<file path="src/rtl/clkmux_cfg.svh">
// Offsets, field positions, reset values and timing counts of the block
`ifndef CLKMUX_CFG_SVH
`define CLKMUX_CFG_SVH
`define OFS_CTRL 8'h00
`define OFS_STAT 8'h04
`define OFS_SEL 8'h08
`define CTRL_FREEZE 0
`define CTRL_MUL_LSB 8
`define CTRL_DIV_LSB 16
`define MUL_RESET 8'h04
`define DIV_RESET 8'h01
`define SEL_RESET 18'h00000
`define LOCK_EDGES 4
`define VCO_PER_MIN 24'h000002
`define VCO_PER_MAX 24'h000040
`define NUM_GLOBAL_CLOCK_LINE 8
`define NUM_DED 4
`define NUM_DP 8
`endif

</file>
<file path="src/rtl/clkmux_pkg.sv">
// Types shared by the clock control block
`default_nettype none
`include "clkmux_cfg.svh"
package clkmux_pkg;
    typedef enum logic [1:0] {
        SRC_DED = 2'b00,
        SRC_DP = 2'b01,
        SRC_PLL = 2'b10,
        SRC_INT = 2'b11
    } src_type;
    typedef struct packed {
        logic [14:0] sync1;
        logic [14:0] sync2;
        logic prev_ref;
        logic [15:0] period_cnt;
        logic [15:0] period;
        logic per_valid;
        logic [3:0] lock_cnt;
        logic lock;
        logic in_range;
        logic [23:0] acc;
        logic pll_g0;
        logic pll_g1;
        logic frozen;
        logic [7:0] mul;
        logic [7:0] div;
        logic [15:0] sel;
        logic [1:0] ref_sel;
        logic [7:0] global_clock_line;
        logic [31:0] rdata;
    } state_type;
endpackage
`default_nettype wire

</file>
<file path="src/rtl/clkmux_top.sv">
// PLL control model and global clock line routing
`timescale 1ns/10ps
`default_nettype none
`include "clkmux_cfg.svh"

// Operation
// - Enable low: unlock, PLL outputs low
// - Reset high: unlock, PLL outputs low
// - Detector off: lock undefined, outputs keep running; the code holds lock low
// - Lock within 2 to 10 input cycles
// - Input times M over N out of range: unlock
// - Eight global lines, four source kinds
// - Every line reaches all device resources
// - Lines also carry high-fanout control signals
// - Dedicated inputs feed PLL or lines
// - Dedicated input to fixed line pairs only
// - Each dual-purpose pin drives one line
module clkmux_top import clkmux_pkg::*; #(
    parameter int LOCK_EDGES = `LOCK_EDGES
) (
    input wire logic I_REF_CLK,
    input wire logic I_NRST,
    input wire logic [3:0] I_DED_CLK,
    input wire logic [7:0] I_DUAL_PURPOSE_CLOCK_PINS,
    input wire logic [7:0] I_INT_SRC,
    input wire logic I_PLL_ENA,
    input wire logic I_PLL_ARESET,
    input wire logic I_PFD_ENA,
    input wire logic [7:0] I_ADDR,
    input wire logic [31:0] I_WDATA,
    input wire logic I_WR,
    input wire logic I_RD,
    output logic [31:0] O_RDATA,
    output logic [7:0] O_GLOBAL_CLOCK_LINE,
    output logic O_PLL_LOCK,
    output logic O_PLL_G0,
    output logic O_PLL_G1
);

    // ------------------------------------------------------------
    // Helpers
    // ------------------------------------------------------------
    function automatic logic vco_ok(input logic [15:0] per,
                                    input logic [7:0] m,
                                    input logic [7:0] n);
        logic [23:0] pn;
        logic [31:0] lo;
        logic [31:0] hi;
        pn = 24'(per * n);
        lo = m * `VCO_PER_MIN;
        hi = m * `VCO_PER_MAX;
        return (32'(pn) >= lo) && (32'(pn) <= hi);
    endfunction

    // Dedicated input allowed on a line: 0,2->0 1,3->1 4,6->2 5,7->3
    function automatic logic [1:0] ded_of(input logic [2:0] line);
        return {line[2], line[0]};
    endfunction

    // Dual-purpose pin wired to each line
    function automatic logic [2:0] dp_of(input logic [2:0] line);
        case (line)
            3'h0: return 3'h2;
            3'h1: return 3'h7;
            3'h2: return 3'h1;
            3'h3: return 3'h0;
            3'h4: return 3'h3;
            3'h5: return 3'h6;
            3'h6: return 3'h4;
            default: return 3'h5;
        endcase
    endfunction

    state_type q;
    state_type d;

    logic [3:0] ded_s;
    logic [7:0] dp_s;
    logic ena_s;
    logic arst_s;
    logic pfd_s;
    logic ref_s;
    logic ref_edge;
    logic run;
    logic [23:0] thresh;
    logic [23:0] acc_sum;
    logic in_rng;

    assign ded_s = q.sync2[3:0];
    assign dp_s = q.sync2[11:4];
    assign ena_s = q.sync2[12];
    assign arst_s = q.sync2[13];
    assign pfd_s = q.sync2[14];
    assign run = ena_s && !arst_s;

    // ------------------------------------------------------------
    // Next state
    // ------------------------------------------------------------
    always_comb begin
        d = q;
        d.sync1 = {I_PFD_ENA, I_PLL_ARESET, I_PLL_ENA,
                   I_DUAL_PURPOSE_CLOCK_PINS, I_DED_CLK};
        d.sync2 = q.sync1;
        ref_s = ded_s[q.ref_sel];
        ref_edge = ref_s && !q.prev_ref;
        d.prev_ref = ref_s;
        thresh = 24'(q.period * q.div);
        acc_sum = q.acc + {15'h0000, q.mul, 1'b0};
        in_rng = vco_ok(q.period_cnt, q.mul, q.div);

        // Register writes; selection freezes for good
        if (I_WR && I_ADDR == `OFS_CTRL) begin
            d.mul = I_WDATA[`CTRL_MUL_LSB +: 8];
            d.div = I_WDATA[`CTRL_DIV_LSB +: 8];
            if (I_WDATA[`CTRL_FREEZE]) begin
                d.frozen = 1'b1;
            end
        end
        if (I_WR && I_ADDR == `OFS_SEL && !q.frozen) begin
            d.sel = I_WDATA[15:0];
            d.ref_sel = I_WDATA[17:16];
        end
        d.rdata = 32'h00000000;
        if (I_RD) begin
            case (I_ADDR)
                `OFS_CTRL: d.rdata = {8'h00, q.div, q.mul,
                                      7'h00, q.frozen};
                `OFS_STAT: d.rdata = {q.period, 13'h0000,
                                      q.per_valid, q.in_range, q.lock};
                `OFS_SEL: d.rdata = {14'h0000, q.ref_sel, q.sel};
                default: d.rdata = 32'h00000000;
            endcase
        end

        // Input period measure and range check
        if (q.period_cnt != 16'hFFFF) begin
            d.period_cnt = q.period_cnt + 16'h0001;
        end
        if (!run) begin
            d.lock = 1'b0;
            d.lock_cnt = 4'h0;
            d.acc = 24'h000000;
            d.pll_g0 = 1'b0;
            d.pll_g1 = 1'b0;
            d.per_valid = 1'b0;
            d.in_range = 1'b0;
            if (ref_edge) begin
                d.period_cnt = 16'h0001;
            end
        end else begin
            if (ref_edge && pfd_s) begin
                d.period_cnt = 16'h0001;
                d.period = q.period_cnt;
                d.per_valid = 1'b1;
                d.in_range = in_rng;
                if (!in_rng || !q.per_valid) begin
                    d.lock = 1'b0;
                    d.lock_cnt = 4'h0;
                end else if (q.lock_cnt == 4'(LOCK_EDGES - 1)) begin
                    d.lock = 1'b1;
                end else if (!q.lock) begin
                    d.lock_cnt = q.lock_cnt + 4'h1;
                end
            end
            if (!pfd_s) begin
                d.lock = 1'b0;
                d.lock_cnt = 4'h0;
            end
            // G0 runs at input times mul over div, G1 at half that, last set rate
            if (q.per_valid && thresh != 24'h000000) begin
                if (acc_sum >= thresh) begin
                    d.acc = acc_sum - thresh;
                    d.pll_g0 = !q.pll_g0;
                    if (!q.pll_g0) begin
                        d.pll_g1 = !q.pll_g1;
                    end
                end else begin
                    d.acc = acc_sum;
                end
            end
        end

        // Global line routing, one source each
        for (int l = 0; l < `NUM_GLOBAL_CLOCK_LINE; l++) begin
            case (src_type'(q.sel[2*l +: 2]))
                SRC_DED: d.global_clock_line[l] = ded_s[ded_of(3'(l))];
                SRC_DP: d.global_clock_line[l] = dp_s[dp_of(3'(l))];
                SRC_PLL: d.global_clock_line[l] = (l == 1 || l == 2 || l == 5 ||
                                      l == 6) ? q.pll_g0 : q.pll_g1;
                SRC_INT: d.global_clock_line[l] = I_INT_SRC[l];
                default: d.global_clock_line[l] = 1'b0;
            endcase
        end
    end

    always_ff @(posedge I_REF_CLK or negedge I_NRST) begin
        if (!I_NRST) begin
            q <= '0;
            q.mul <= `MUL_RESET;
            q.div <= `DIV_RESET;
            {q.ref_sel, q.sel} <= `SEL_RESET;
        end else begin
            q <= d;
        end
    end

    // Lines fan out to all logic, memory and I/O
    assign O_GLOBAL_CLOCK_LINE = q.global_clock_line;
    assign O_PLL_LOCK = q.lock;
    assign O_PLL_G0 = q.pll_g0;
    assign O_PLL_G1 = q.pll_g1;
    assign O_RDATA = q.rdata;
endmodule
`default_nettype wire

</file>
<file path="config.mk">
export PLATFORM = sky130hd
export DESIGN_NAME = clkmux_top
export DESIGN_NICKNAME = d
export VERILOG_FILES = /design/src/rtl/clkmux_pkg.sv /design/src/rtl/clkmux_top.sv
export VERILOG_INCLUDE_DIRS = /design/src /design/src/rtl
export SDC_FILE = /design/constraint.sdc
export NUM_CORES = 1
export LEC_CHECK = 0
export ABC_AREA = 1
export BUFFER_PORTS_ARGS = -buffer_cell sky130_fd_sc_hd__buf_2
export CELL_PAD_IN_SITES_DETAIL_PLACEMENT = 1
export CELL_PAD_IN_SITES_GLOBAL_PLACEMENT = 1
export CORE_AREA = 2 2 167 251
export DETAILED_ROUTE_END_ITERATION = 10
export DIE_AREA = 0 0 169 253
export GPL_ROUTABILITY_DRIVEN = 0
export PLACE_DENSITY_LB_ADDON = 0.12
export SLEW_MARGIN = 15
export SYNTH_ARGS = -nofsm -noshare
export SYNTH_HDL_FRONTEND = slang
export SYNTH_SLANG_ARGS = --single-unit
</file>
<file path="constraint.sdc">
create_clock -name I_REF_CLK -period 7.5 [get_ports I_REF_CLK]
set_clock_uncertainty 0.05 [all_clocks]
set_input_delay 0.75 -clock I_REF_CLK [delete_from_list [all_inputs] [get_ports I_REF_CLK]]
set_output_delay 0.75 -clock I_REF_CLK [all_outputs]
set_load 0.02 [all_outputs]
</file>
* Word level (Yosys, flattened, before mapping)
Cells that the tools add are included.
** Cells by class
- $add $sub $neg :: 4
- $mul :: 2
- Divide/modulo/power cells :: 0
- $lt $le $gt $ge :: 12
- Equal/unequal tests :: 36
- Shift operators :: 0
- Muxes and demuxes :: 50
- Bitwise gates (word level) :: 0
- Reduce and logical (&&, ||, !) cells :: 32
** Operators with widths (count)
- $pmux W32 S3 :: 1
- $mul A16 B8 Y24 :: 2
- $mux W16 :: 3
- $mux W39 :: 1
- $mux W33 :: 1
- $eq A2 B2 Y1 const B :: 16
- $lt A3 B4 Y1 const B :: 8
- $mux W32 :: 1
- $pmux W1 S4 :: 8
- $mux W26 :: 1
- $add A24 B9 Y24 :: 1
- $bmux W1 S3 :: 8
- $ge A24 B24 Y1 :: 1
- $ge A24 B9 Y1 :: 1
- $le A24 B14 Y1 :: 1
- $mux W24 :: 1
- $mux W3 :: 8
- $reduce_bool A24 Y1 :: 1
- $sub A24 B24 Y24 :: 1
- $add A16 B1 Y16 const B :: 1
- $eq A2 B1 Y1 const B :: 8
- $logic_not A2 Y1 :: 8
- $ne A16 B16 Y1 const B :: 1
- $mux W1 :: 11
- other kinds (21) :: 42
** Storage, ports and cells
- Register bits after elaboration :: 171
- Bits in latches :: 0
- Bits in writable memories :: 0
- Memory bits (read-only) :: 0
- Logic and storage cells :: 155
- Memories kept :: 0

* Longest topological paths before layout
Gate-level depths: netlist of run 1.
- Word-level depth :: 9
- Mapped depth :: 36
- Depth with buffers taken out :: 34

* Worst setup path before layout of run 1
Ideal clock, no wire load.
- Kind :: register to register
- Start :: register q[65] (netlist name)
- End :: register q[81] (netlist name)
- Library setup time :: 117 ps
- Data arrival time :: 5771 ps
- Path slack :: 1562 ps
- Cell stages (with the launch flop) :: 32
- Path buffers :: 3
- Period minus slack after synthesis :: 5938 ps
- Cells stage by stage :: dfrtp_1 > clkbuf_1 > clkbuf_1 > nand2_1 > fa_1 > fa_1 > inv_1 > fa_1 > inv_1 > fa_1 > inv_1 > ha_1 > a21oi_1 > o21ai_1 > nand2_1 > nand2_1 > nand2_1 > nand3_1 > nand2_1 > nand2_1 > ha_1 > inv_1 > nor3_1 > nand2_1 > or2_2 > nand3_2 > inv_2 > clkbuf_1 > nand2_1 > o21ai_0 > nand2_1 > nand2_1
** On the way
- Cells in the longest elaborated chain, start to end :: 5
- Elaborated cells between the ends (all ways) :: 8
- Those cells by class :: mul (1); order compare (1); eq/ne (1); mux (3); reduce/logical (2)
** RTL lines
- start, declared :: line clkmux_top.sv:74 : state_type q;
- $mul A16 B8 Y24 * :: line clkmux_top.sv:107 : thresh = 24'(q.period * q.div);
- $ge A24 B24 Y1 :: line clkmux_top.sv:171 : if (acc_sum >= thresh) begin
- $mux W24 :: line clkmux_top.sv:171
- $mux W26 :: line clkmux_top.sv:170 : if (q.per_valid && thresh != 24'h000000) begin
- $mux W33 :: line clkmux_top.sv:139 : if (!run) begin
Every way passes the cells marked *; elsewhere a longest branch is shown, timed or not. The select of a mux whose other input is x is not followed.
A chain may end at the register's enable or synchronous reset.

* Final worst setup path of run 1
- Start :: register q[65] (netlist name)
- End :: register q[91] (netlist name)
** On the way
- Cells in the longest elaborated chain, start to end :: 5
- Elaborated cells between the ends (all ways) :: 9
- Those cells by class :: add/sub (1); mul (1); order compare (1); eq/ne (1); mux (3); reduce/logical (2)
** RTL lines (line)
- $mul A16 B8 Y24 * :: clkmux_top.sv:107
- $sub A24 B24 Y24 or $ge A24 B24 Y1 (tied branches) :: clkmux_top.sv:172, clkmux_top.sv:171
- $mux W24 :: clkmux_top.sv:171
- $mux W26 :: clkmux_top.sv:170
- $mux W33 :: clkmux_top.sv:139
Marks and branches as above.

==> results of run 1 <==
where the power goes:
group / leakage [nW] / internal (W) / switching (W) / total [W]
Clock: 0.280 / 0.000444 / 0.000463 / 0.000906
Sequential: 2.23 / 0.000971 / 0.000119 / 0.00109
Combinational: 9.80 / 0.000380 / 0.000747 / 0.00113
Total: 12.3 / 0.00179 / 0.00133 / 0.00312
worst max-delay path: cells and delay by family (launching register included):
kind,cells,cell delay (ns)
and+or+nand+nor,14,2.22
buffers and inverters,5,0.42
AOI/OAI and AO/OA,2,0.40
DFF,1,0.81
adders and majority gates,6,2.92
logic make-up (layout without fill, tap and decap cells):
kind of cell             Yosys count  count (layout)  synth area share
adder cells (fa/ha/maj)          308             308             0.271
multiplexers                       9               9           0.00515
flip-flops                       171             171             0.226
other                              0               4                 0
AND/OR/NAND/NOR                 1085            1085             0.238
AO/OA/AOI/OAI                    279             279            0.0804
XOR/XNOR                          48              48            0.0222
buffers and inverters            747             766             0.157
final timing paths:
check | startpoint | end
max in group asynchronous | I_NRST | O_RDATA[27]
max reg2reg | q[65] | q[91]
min | d[141] | ded_s[0]
max | q[65] | q[91]
min in group asynchronous | I_NRST | d[154]
min reg2reg | d[141] | ded_s[0]
Yosys cell counts, types with 3 or more instances:
| library cell | n | area [um2] |
|---|---|---|
| sky130_fd_sc_hd__nand2_1 | 715 | 2680 |
| sky130_fd_sc_hd__inv_1 | 613 | 2300 |
| sky130_fd_sc_hd__fa_1 | 170 | 3400 |
| sky130_fd_sc_hd__dfrtp_1 | 169 | 4230 |
| sky130_fd_sc_hd__ha_1 | 138 | 1730 |
| sky130_fd_sc_hd__nor2_1 | 138 | 518 |
| sky130_fd_sc_hd__nand3_1 | 125 | 626 |
| sky130_fd_sc_hd__a21oi_1 | 120 | 601 |
| sky130_fd_sc_hd__o21ai_0 | 102 | 510 |
| sky130_fd_sc_hd__clkbuf_1 | 65 | 244 |
| sky130_fd_sc_hd__buf_4 | 43 | 323 |
| sky130_fd_sc_hd__nand4_1 | 36 | 225 |
| sky130_fd_sc_hd__xor2_1 | 31 | 272 |
| sky130_fd_sc_hd__nor3_1 | 30 | 150 |
| sky130_fd_sc_hd__xnor2_1 | 17 | 149 |
| sky130_fd_sc_hd__buf_1 | 15 | 56.3 |
| sky130_fd_sc_hd__nand3b_1 | 12 | 90.1 |
| sky130_fd_sc_hd__o21bai_1 | 9 | 67.6 |
| sky130_fd_sc_hd__o22ai_1 | 8 | 50.1 |
| sky130_fd_sc_hd__a211oi_1 | 7 | 52.6 |
| sky130_fd_sc_hd__nor4_1 | 7 | 43.8 |
| sky130_fd_sc_hd__a21o_1 | 6 | 45.0 |
| sky130_fd_sc_hd__buf_2 | 6 | 30.0 |
| sky130_fd_sc_hd__mux2_2 | 6 | 67.6 |
| sky130_fd_sc_hd__or2_2 | 6 | 37.5 |
| sky130_fd_sc_hd__a31oi_1 | 5 | 31.3 |
| sky130_fd_sc_hd__o21ai_1 | 5 | 25.0 |
| sky130_fd_sc_hd__inv_2 | 4 | 15.0 |
| sky130_fd_sc_hd__mux2i_1 | 3 | 30.0 |
| sky130_fd_sc_hd__nand3_2 | 3 | 30.0 |
| sky130_fd_sc_hd__nor2_2 | 3 | 18.8 |
| sky130_fd_sc_hd__o21a_1 | 3 | 22.5 |
registers in the layout (all words and copies together) (netlist names):
name and count:
O_RDATA 32, O_PLL_G1 1, O_GLOBAL_CLOCK_LINE 8, ded_s 4, q 98, ena_s 1, O_PLL_LOCK 1, d 15
dp_s 8, arst_s 1, pfd_s 1, O_PLL_G0 1
layer usage:
metal,wire length (um),global-route usage
met1,22500,0.309
met2,32400,0.552
met3,1130,0.0241
met4,2440,0.127
met5,0,0
cell type report:
type	count	area, um2	share of cell area
multi-input cells	1729	11700	0.580
flip-flops and latches	171	4280	0.213
inverters	617	2320	0.115
well taps	511	639	0.0317
repair buffers	117	634	0.0315
clock buffers	17	425	0.0211
clock inverters	15	151	0.00752
diodes	4	10.0	0.000497
per-stage QoR:
| stage | cells | worst slack [ns] |
|---|---|---|
| floorplan | 2647 | 1.56 |
| global placement | 3145 | 0.696 |
| detailed placement | 3145 | 0.589 |
| CTS | 3177 | 0.540 |
| global route | 3180 | 0.0107 |
| finish | 3181 | 0.539 |
==> reports/summary.md, run 1 <==
Worst setup slack for register-to-register paths: 0.54 ns. The run gives 58.5 mm as the sum of routed wire length over all layers. Counting stages on the worst path, the most repeated cell is sky130_fd_sc_hd__nand2_1. After detailed placement, the total cell area comes to 19600 um2.

The run gives 0.288 ns as the worst hold slack. Counting instances, the worst hold path has a depth of 0. With fillers left out, the area of the finished cells amounts to 20100 um2. The headroom to the max-slew limit is 0.299, and the summed instance area of the synthesized netlist is 18900 um2. The worst setup path is captured at a flop. Counting distinct cell types in the post-synthesis netlist gives 51. The post-synthesis sequential area ratio is 0.226, and the via count is 16900. Overall routing resource usage: 0.284. The setup path with the least slack is of type flop to flop. The run finished with clean final reports. The run gives 3 as the initial antenna violation count.

The number of rows created at floorplan is 91, and the data required time of the critical path is 7.80 ns. The mean instance size in the synthesized netlist came out at 7.16 um2. STA classifies the critical path startpoint as a flop. Count of clock tree sinks: 171. The first detailed-routing pass ran for 5 iterations. For the worst flop-to-flop path, the logic depth is 27. Top-level I/O count: 110. The H-tree was split into 4 levels.

Subtracting the final worst setup slack from the clock period gives 6.96 ns. The register clock-pin slew on the reported worst setup and hold paths was 0.08 ns; the number of hold buffers added after cts was 0. The number of hold violations in the final report came out at 0. Summed over all layers, the global routing overflow is 0.

Counting along the longest clock path gives a buffer depth of 2. Setup violations remaining at the end of the flow were counted as 0. The first global-routing pass estimated 94.8 mm of wire. The die covers 42800 um2. Areal power density over the cells: 155 nW/um2.

Setup repair after global routing left no endpoint under its margin. Setup fix buffers added after clock tree synthesis: 0. At the pin with the least slew margin, the transition time is 1.05 ns.

The core region is 40800 um2. Power after layout: 0.00312 W. The total negative slack is 0 ns. The largest stage delay on the critical path is 0.81 ns, and the share of cells above drive strength 1 is 0.0683. The post-synthesis net count was 3022.

The root buffer cell chosen for the clock tree is sky130_fd_sc_hd__clkbuf_16. The via count of the first global-routing pass is 18700. The number of flops mapped to enable cells by yosys works out to 0. Fill cells in the final layout number 5356.

For the number of standard cells after synthesis, the log shows 2647. The via-per-instance ratio is 5.30, and the critical path arrival is 7.26 ns. Measured along the y axis, the die boundary spans 253 um. Maximum VDD drop: 0.340 mV. The tool flagged a number of max-cap violations equal to 0. Async set-or-reset flop fraction in the synthesized netlist: 1.00.

The timing-limited maximum frequency was 144 MHz; the final antenna-violating net count was 0. In this run the worst path has a maximum fanout of 24. The wire-length estimate of the detail-placed layout is 47.8 mm. The final layout contains 3028 nets. The library cell used most frequently in the layout, excluding fill and tap cells, is sky130_fd_sc_hd__nand2_1.

After the first detailed-routing iteration, the DRC count stood at 685. In the final routed layout, each cell accounts on average for 18.4 um. The run gives 0 as the final number of max-transition violations.

The critical-path cell with the highest stage delay is sky130_fd_sc_hd__dfrtp_1. The worst hold path belongs to the class flop to flop. For the share of the core filled with cells in the final layout, the log shows 0.494. Clock buffer count from CTS: 17. The post-synthesis register bit count was 171; the count of cells resized by post-cts repair was 0. Summed over all cells, the static leakage comes to 12.3 nW. The die is 169 um wide. Leaving out fill and tap cells, the most frequent cells in the layout are sky130_fd_sc_hd__nand2_1 (715), sky130_fd_sc_hd__inv_1 (613), sky130_fd_sc_hd__fa_1 (170). Yosys printed 0 warnings.

The fraction of the cycle the final worst path needs was 0.928; the total of buffers placed on input and output ports was 101. TritonCTS built the clock tree. The effective utilization at floorplan came out at 0.465. The main flop type after synthesis is sky130_fd_sc_hd__dfrtp_1. From synthesis to final layout, the design area changed by 6.31%. Clock latency on the worst-skew pair, taken at its later pin, is 0.46 ns.

The number of remaining DRC errors was 0; the largest net degree at the start of global routing was 106.
Note: power is estimated with default switching activity, not from simulation.
==> run 2: changes to the inputs <==
--- a/config.mk
+++ b/config.mk
@@ -6,13 +6,13 @@
 export SDC_FILE = /design/constraint.sdc
 export NUM_CORES = 1
 export LEC_CHECK = 0
-export ABC_AREA = 1
 export BUFFER_PORTS_ARGS = -buffer_cell sky130_fd_sc_hd__buf_2
+export CAP_MARGIN = 10
 export CELL_PAD_IN_SITES_DETAIL_PLACEMENT = 1
 export CELL_PAD_IN_SITES_GLOBAL_PLACEMENT = 1
-export CORE_AREA = 2 2 167 251
+export CORE_AREA = 2 2 159 239
 export DETAILED_ROUTE_END_ITERATION = 10
-export DIE_AREA = 0 0 169 253
+export DIE_AREA = 0 0 161 241
 export GPL_ROUTABILITY_DRIVEN = 0
 export PLACE_DENSITY_LB_ADDON = 0.12
 export SLEW_MARGIN = 15
==> run 2 against run 1 <==
  * Register-to-register slack got worse by 0.19 ns
  * Critical path depth decreased by 4
  * Synthesized cell count decreased by 27%
  * Global-route usage down 1.4 points
  * Clock power is 3.6% higher
  * Via count decreased by 18%
  * Non-clock buffer count up 34
  * Utilization increased by 3.6 points
  * Total power shrank 3.8%
==> reports/summary.md, run 2 <==
After clock tree synthesis, the clock-pin slew on the worst setup and hold paths is 0.08 ns. The die is 161 um wide. The async set-or-reset flop fraction in the synthesized netlist is 1.00. Setup violations remaining at the end of the flow were counted as 0. Compared with the post-synthesis result, the final layout area differs by 8.78%. The commonest cells after synthesis are sky130_fd_sc_hd__inv_1 (231), sky130_fd_sc_hd__and2_1 (201), sky130_fd_sc_hd__fa_1 (170), sky130_fd_sc_hd__dfrtp_1 (169), sky130_fd_sc_hd__nand2_1 (144). Main flop type after synthesis: sky130_fd_sc_hd__dfrtp_1. The root buffer cell chosen for the clock tree is sky130_fd_sc_hd__clkbuf_16. The post-synthesis sequential area ratio was 0.240; the total of buffers placed on input and output ports was 101. The flow ran to the end, and the final reports show no timing, DRC or antenna violations. The floorplan die area was 38800 um2.

After detailed routing, the number of remaining DRC violations is 0. The final number of max-transition violations is 0. The post-DP HPWL was 38.5 mm; the number of hold violations in the final report was 0. The area share of the leading cell type in the synthesized netlist is 0.237. The areal power density over the cells is 155 nW/um2. During synthesis, Yosys emitted a total of 0 warnings. The tools report the launching element type of the critical path as a flop.

The summed instance area of the synthesized netlist was 17800 um2; the deepest level of the CTS H-tree was 4. The logs give 19400 um2 for the final standard cell area without fillers and 17 for the clock buffer count from CTS. The filler cells instantiated in the layout total 4217. Entering global routing, the biggest net connects 119 pins. In the post-synthesis netlist, the biggest area contributors are sky130_fd_sc_hd__dfrtp_1 (24%), sky130_fd_sc_hd__fa_1 (19%), sky130_fd_sc_hd__ha_1 (9.7%), sky130_fd_sc_hd__and2_1 (7.1%), sky130_fd_sc_hd__inv_1 (4.9%). Global routing finished with a remaining overflow of 0. Derived from the worst setup path, the maximum achievable clock frequency is 140 MHz. Summing all flip-flop and latch instances after layout gives 4290 um2. The via count of the first global-routing pass was 15400. The share of the core filled with cells in the final layout came out at 0.530. The synthesized design spends more area on one cell type than any other, namely sky130_fd_sc_hd__dfrtp_1. Dividing the detail-routed via count by the number of cells gives 5.61.

The effective utilization at floorplan is 0.487. Across the run, the number of max-cap violations was 0. The netlist uses 67 different library cells. The first TritonRoute pass finished after 4 iterations. The die boundary height came out at 241 um. For this block, the via count after detailed routing is 13800. The most repeated cell in the gate-level netlist after synthesis is sky130_fd_sc_hd__inv_1. The clock net in this run drives a total of 171 sinks. The logs give 81.6 mm for the global-route wire length before repair and 498 for the number of DRC markers after the initial detailed-route iteration.

Leaving out fill and tap cells, the most frequent cells in the layout are sky130_fd_sc_hd__inv_1 (231), sky130_fd_sc_hd__and2_1 (201), sky130_fd_sc_hd__fa_1 (170). The final antenna-violating net count was 0; the mean instance size in the synthesized netlist was 9.27 um2. The core region is 36600 um2. The worst setup slack for register-to-register paths was 0.35 ns; the share of cells above drive strength 1 was 0.137. The min-delay analysis places its worst path in the category flop to flop. The register with the most flip-flops in the layout has 98 of them. The headroom to the max-slew limit is 0.222. At the worst endpoint, the required time is 7.84 ns.

For this design, the CTS-stage hold fixing added 0 buffers. q holds more flip-flops than any other register. In this run the worst path has a maximum fanout of 16. The fraction of the cycle the final worst path needs was 0.953. The library cell used most frequently in the layout, excluding fill and tap cells, is sky130_fd_sc_hd__inv_1. Sum of routed wire length over all layers: 49.9 mm. 110 I/O pins were placed.

The post-route minimum period came out at 7.15 ns. The endpoint type of the worst setup path is a flop. The clock latency at the later pin of the worst-skew pair is 0.46 ns. For the area of the multi-input gates, the log shows 12100 um2.

The tools report the initial antenna violation count as 3. When the netlist entered floorplanning its net count stood at 2298. The overall routing resource usage was 0.269; the maximum VDD drop was 0.207 mV. Setup repair after global routing left no endpoint under its margin.

TritonCTS built the clock tree. For the pin with the worst max-slew slack, the measured transition is 1.16 ns. The average wire length per cell after detail routing is 20.2 um, and the total negative slack is 0 ns.

Post-synthesis register bit count: 171. STA puts the critical path data arrival time at 7.49 ns. The number of flops mapped to enable cells by yosys is 0. The post-detailed-placement cell area is 18700 um2, and the static leakage power is 9.85 nW.

After floorplanning, the core was divided into 86 placement rows. The cell count after synthesis came out at 1923. At the end of the flow, the number of nets in the layout was 2341. The critical path in this run is classified as flop to flop. The clock passes through at most 2 buffers.
[run 2: cell count changes in the layout (fill, tap and decap cells not counted), moves of 21 or more]
cell                      delta
sky130_fd_sc_hd__nand2_1   -571
sky130_fd_sc_hd__inv_1     -382
sky130_fd_sc_hd__and2_1    +199
sky130_fd_sc_hd__nand3_1   -100
sky130_fd_sc_hd__o21ai_0    -49
sky130_fd_sc_hd__mux2_2     +46
sky130_fd_sc_hd__a21oi_1    -40
sky130_fd_sc_hd__buf_4      +32
sky130_fd_sc_hd__xnor2_1    +32
sky130_fd_sc_hd__and3_1     +24
sky130_fd_sc_hd__nand4_1    -24
sky130_fd_sc_hd__nor2b_1    +24
sky130_fd_sc_hd__mux2i_1    +21
[run 2: worst paths after layout]
check	start	to	cells after the start
hold reg to reg	d[155]	pfd_s	0
hold / removal	d[155]	pfd_s	0
setup reg to reg	q[60]	q[101]	23
min in group asynchronous	I_NRST	q[60]	1
setup / recovery	q[60]	q[101]	23
max in group asynchronous	I_NRST	q[78]	2
[run 2: stage by stage]
stage / total power, W / setup slack (ns) / instances / hold WS (ns)
after CTS: 0.00302 / 0.0267 / 2460 / 0.299
after global routing: 0.00317 / 0.00963 / 2465 / 0.307
after global placement: 0.00205 / 0.0885 / 2428 / 0.283
final: 0.00301 / 0.353 / 2466 / 0.302
after floorplan: 0.00171 / 0.778 / 1923 / 0.281
after detailed placement: 0.00206 / -0.114 / 2428 / 0.286
[run 2: timing repair]
action	CTS	global route
buffers inserted	0	3
hold endpoints to repair	0	0
pin swaps	0	1
setup endpoints to repair	16	32
gates resized for setup	2	14
[run 2: area by class of cell]
type	instances	area share
flip-flops and latches	171	0.221
clock buffers	17	0.0219
repair buffers	151	0.0472
multi-input cells	1394	0.624
diodes	3	0.000387
well taps	484	0.0312
clock inverters	15	0.00884
inverters	231	0.0447
[run 2: report_power, final]
group	internal [W]	switching [W]	leakage, nW
Clock	0.000452	0.000488	0.289
Combinational	0.000425	0.000594	7.30
Sequential	0.000966	0.0000816	2.26
[run 2: cell families after synthesis]
group,count (synthesis),synth area share
AO/OA/AOI/OAI,285,0.105
XOR/XNOR,78,0.0383
adder cells (fa/ha/maj),308,0.288
buffers and inverters,358,0.0839
flip-flops,171,0.240
multiplexers,85,0.0577
AND/OR/NAND/NOR,638,0.187
[run 2: per-layer routing]
layer,GRT usage,vias to the layer above,share of wire,wire length [um]
met2,0.512,206,0.55,27400
met5,0,-,0,0
met1,0.307,7169,0.39,19600
met4,0.101,0,0.034,1700
met3,0.0335,76,0.025,1260
li1,-,6392,-,-
[run 2: worst max-delay path, cell delays in order (launching register included)]
cell and delay (ns):
sky130_fd_sc_hd__dfrtp_4 0.62, sky130_fd_sc_hd__buf_4 0.21, sky130_fd_sc_hd__and2_1 0.15, sky130_fd_sc_hd__fa_1 0.40, sky130_fd_sc_hd__fa_1 0.51, sky130_fd_sc_hd__fa_1 0.50, sky130_fd_sc_hd__inv_1 0.07, sky130_fd_sc_hd__fa_1 0.54
sky130_fd_sc_hd__inv_1 0.05, sky130_fd_sc_hd__ha_1 0.34, sky130_fd_sc_hd__a21o_1 0.22, sky130_fd_sc_hd__a211oi_2 0.28, sky130_fd_sc_hd__o31ai_2 0.12, sky130_fd_sc_hd__a21oi_1 0.18, sky130_fd_sc_hd__xnor2_1 0.18, sky130_fd_sc_hd__ha_1 0.29
sky130_fd_sc_hd__nand4_1 0.12, sky130_fd_sc_hd__a21oi_1 0.06, sky130_fd_sc_hd__a2111oi_1 0.34, sky130_fd_sc_hd__a31oi_1 0.09, sky130_fd_sc_hd__or4b_1 0.51, sky130_fd_sc_hd__or4_1 0.55, sky130_fd_sc_hd__or4_1 0.53, sky130_fd_sc_hd__a21oi_1 0.14
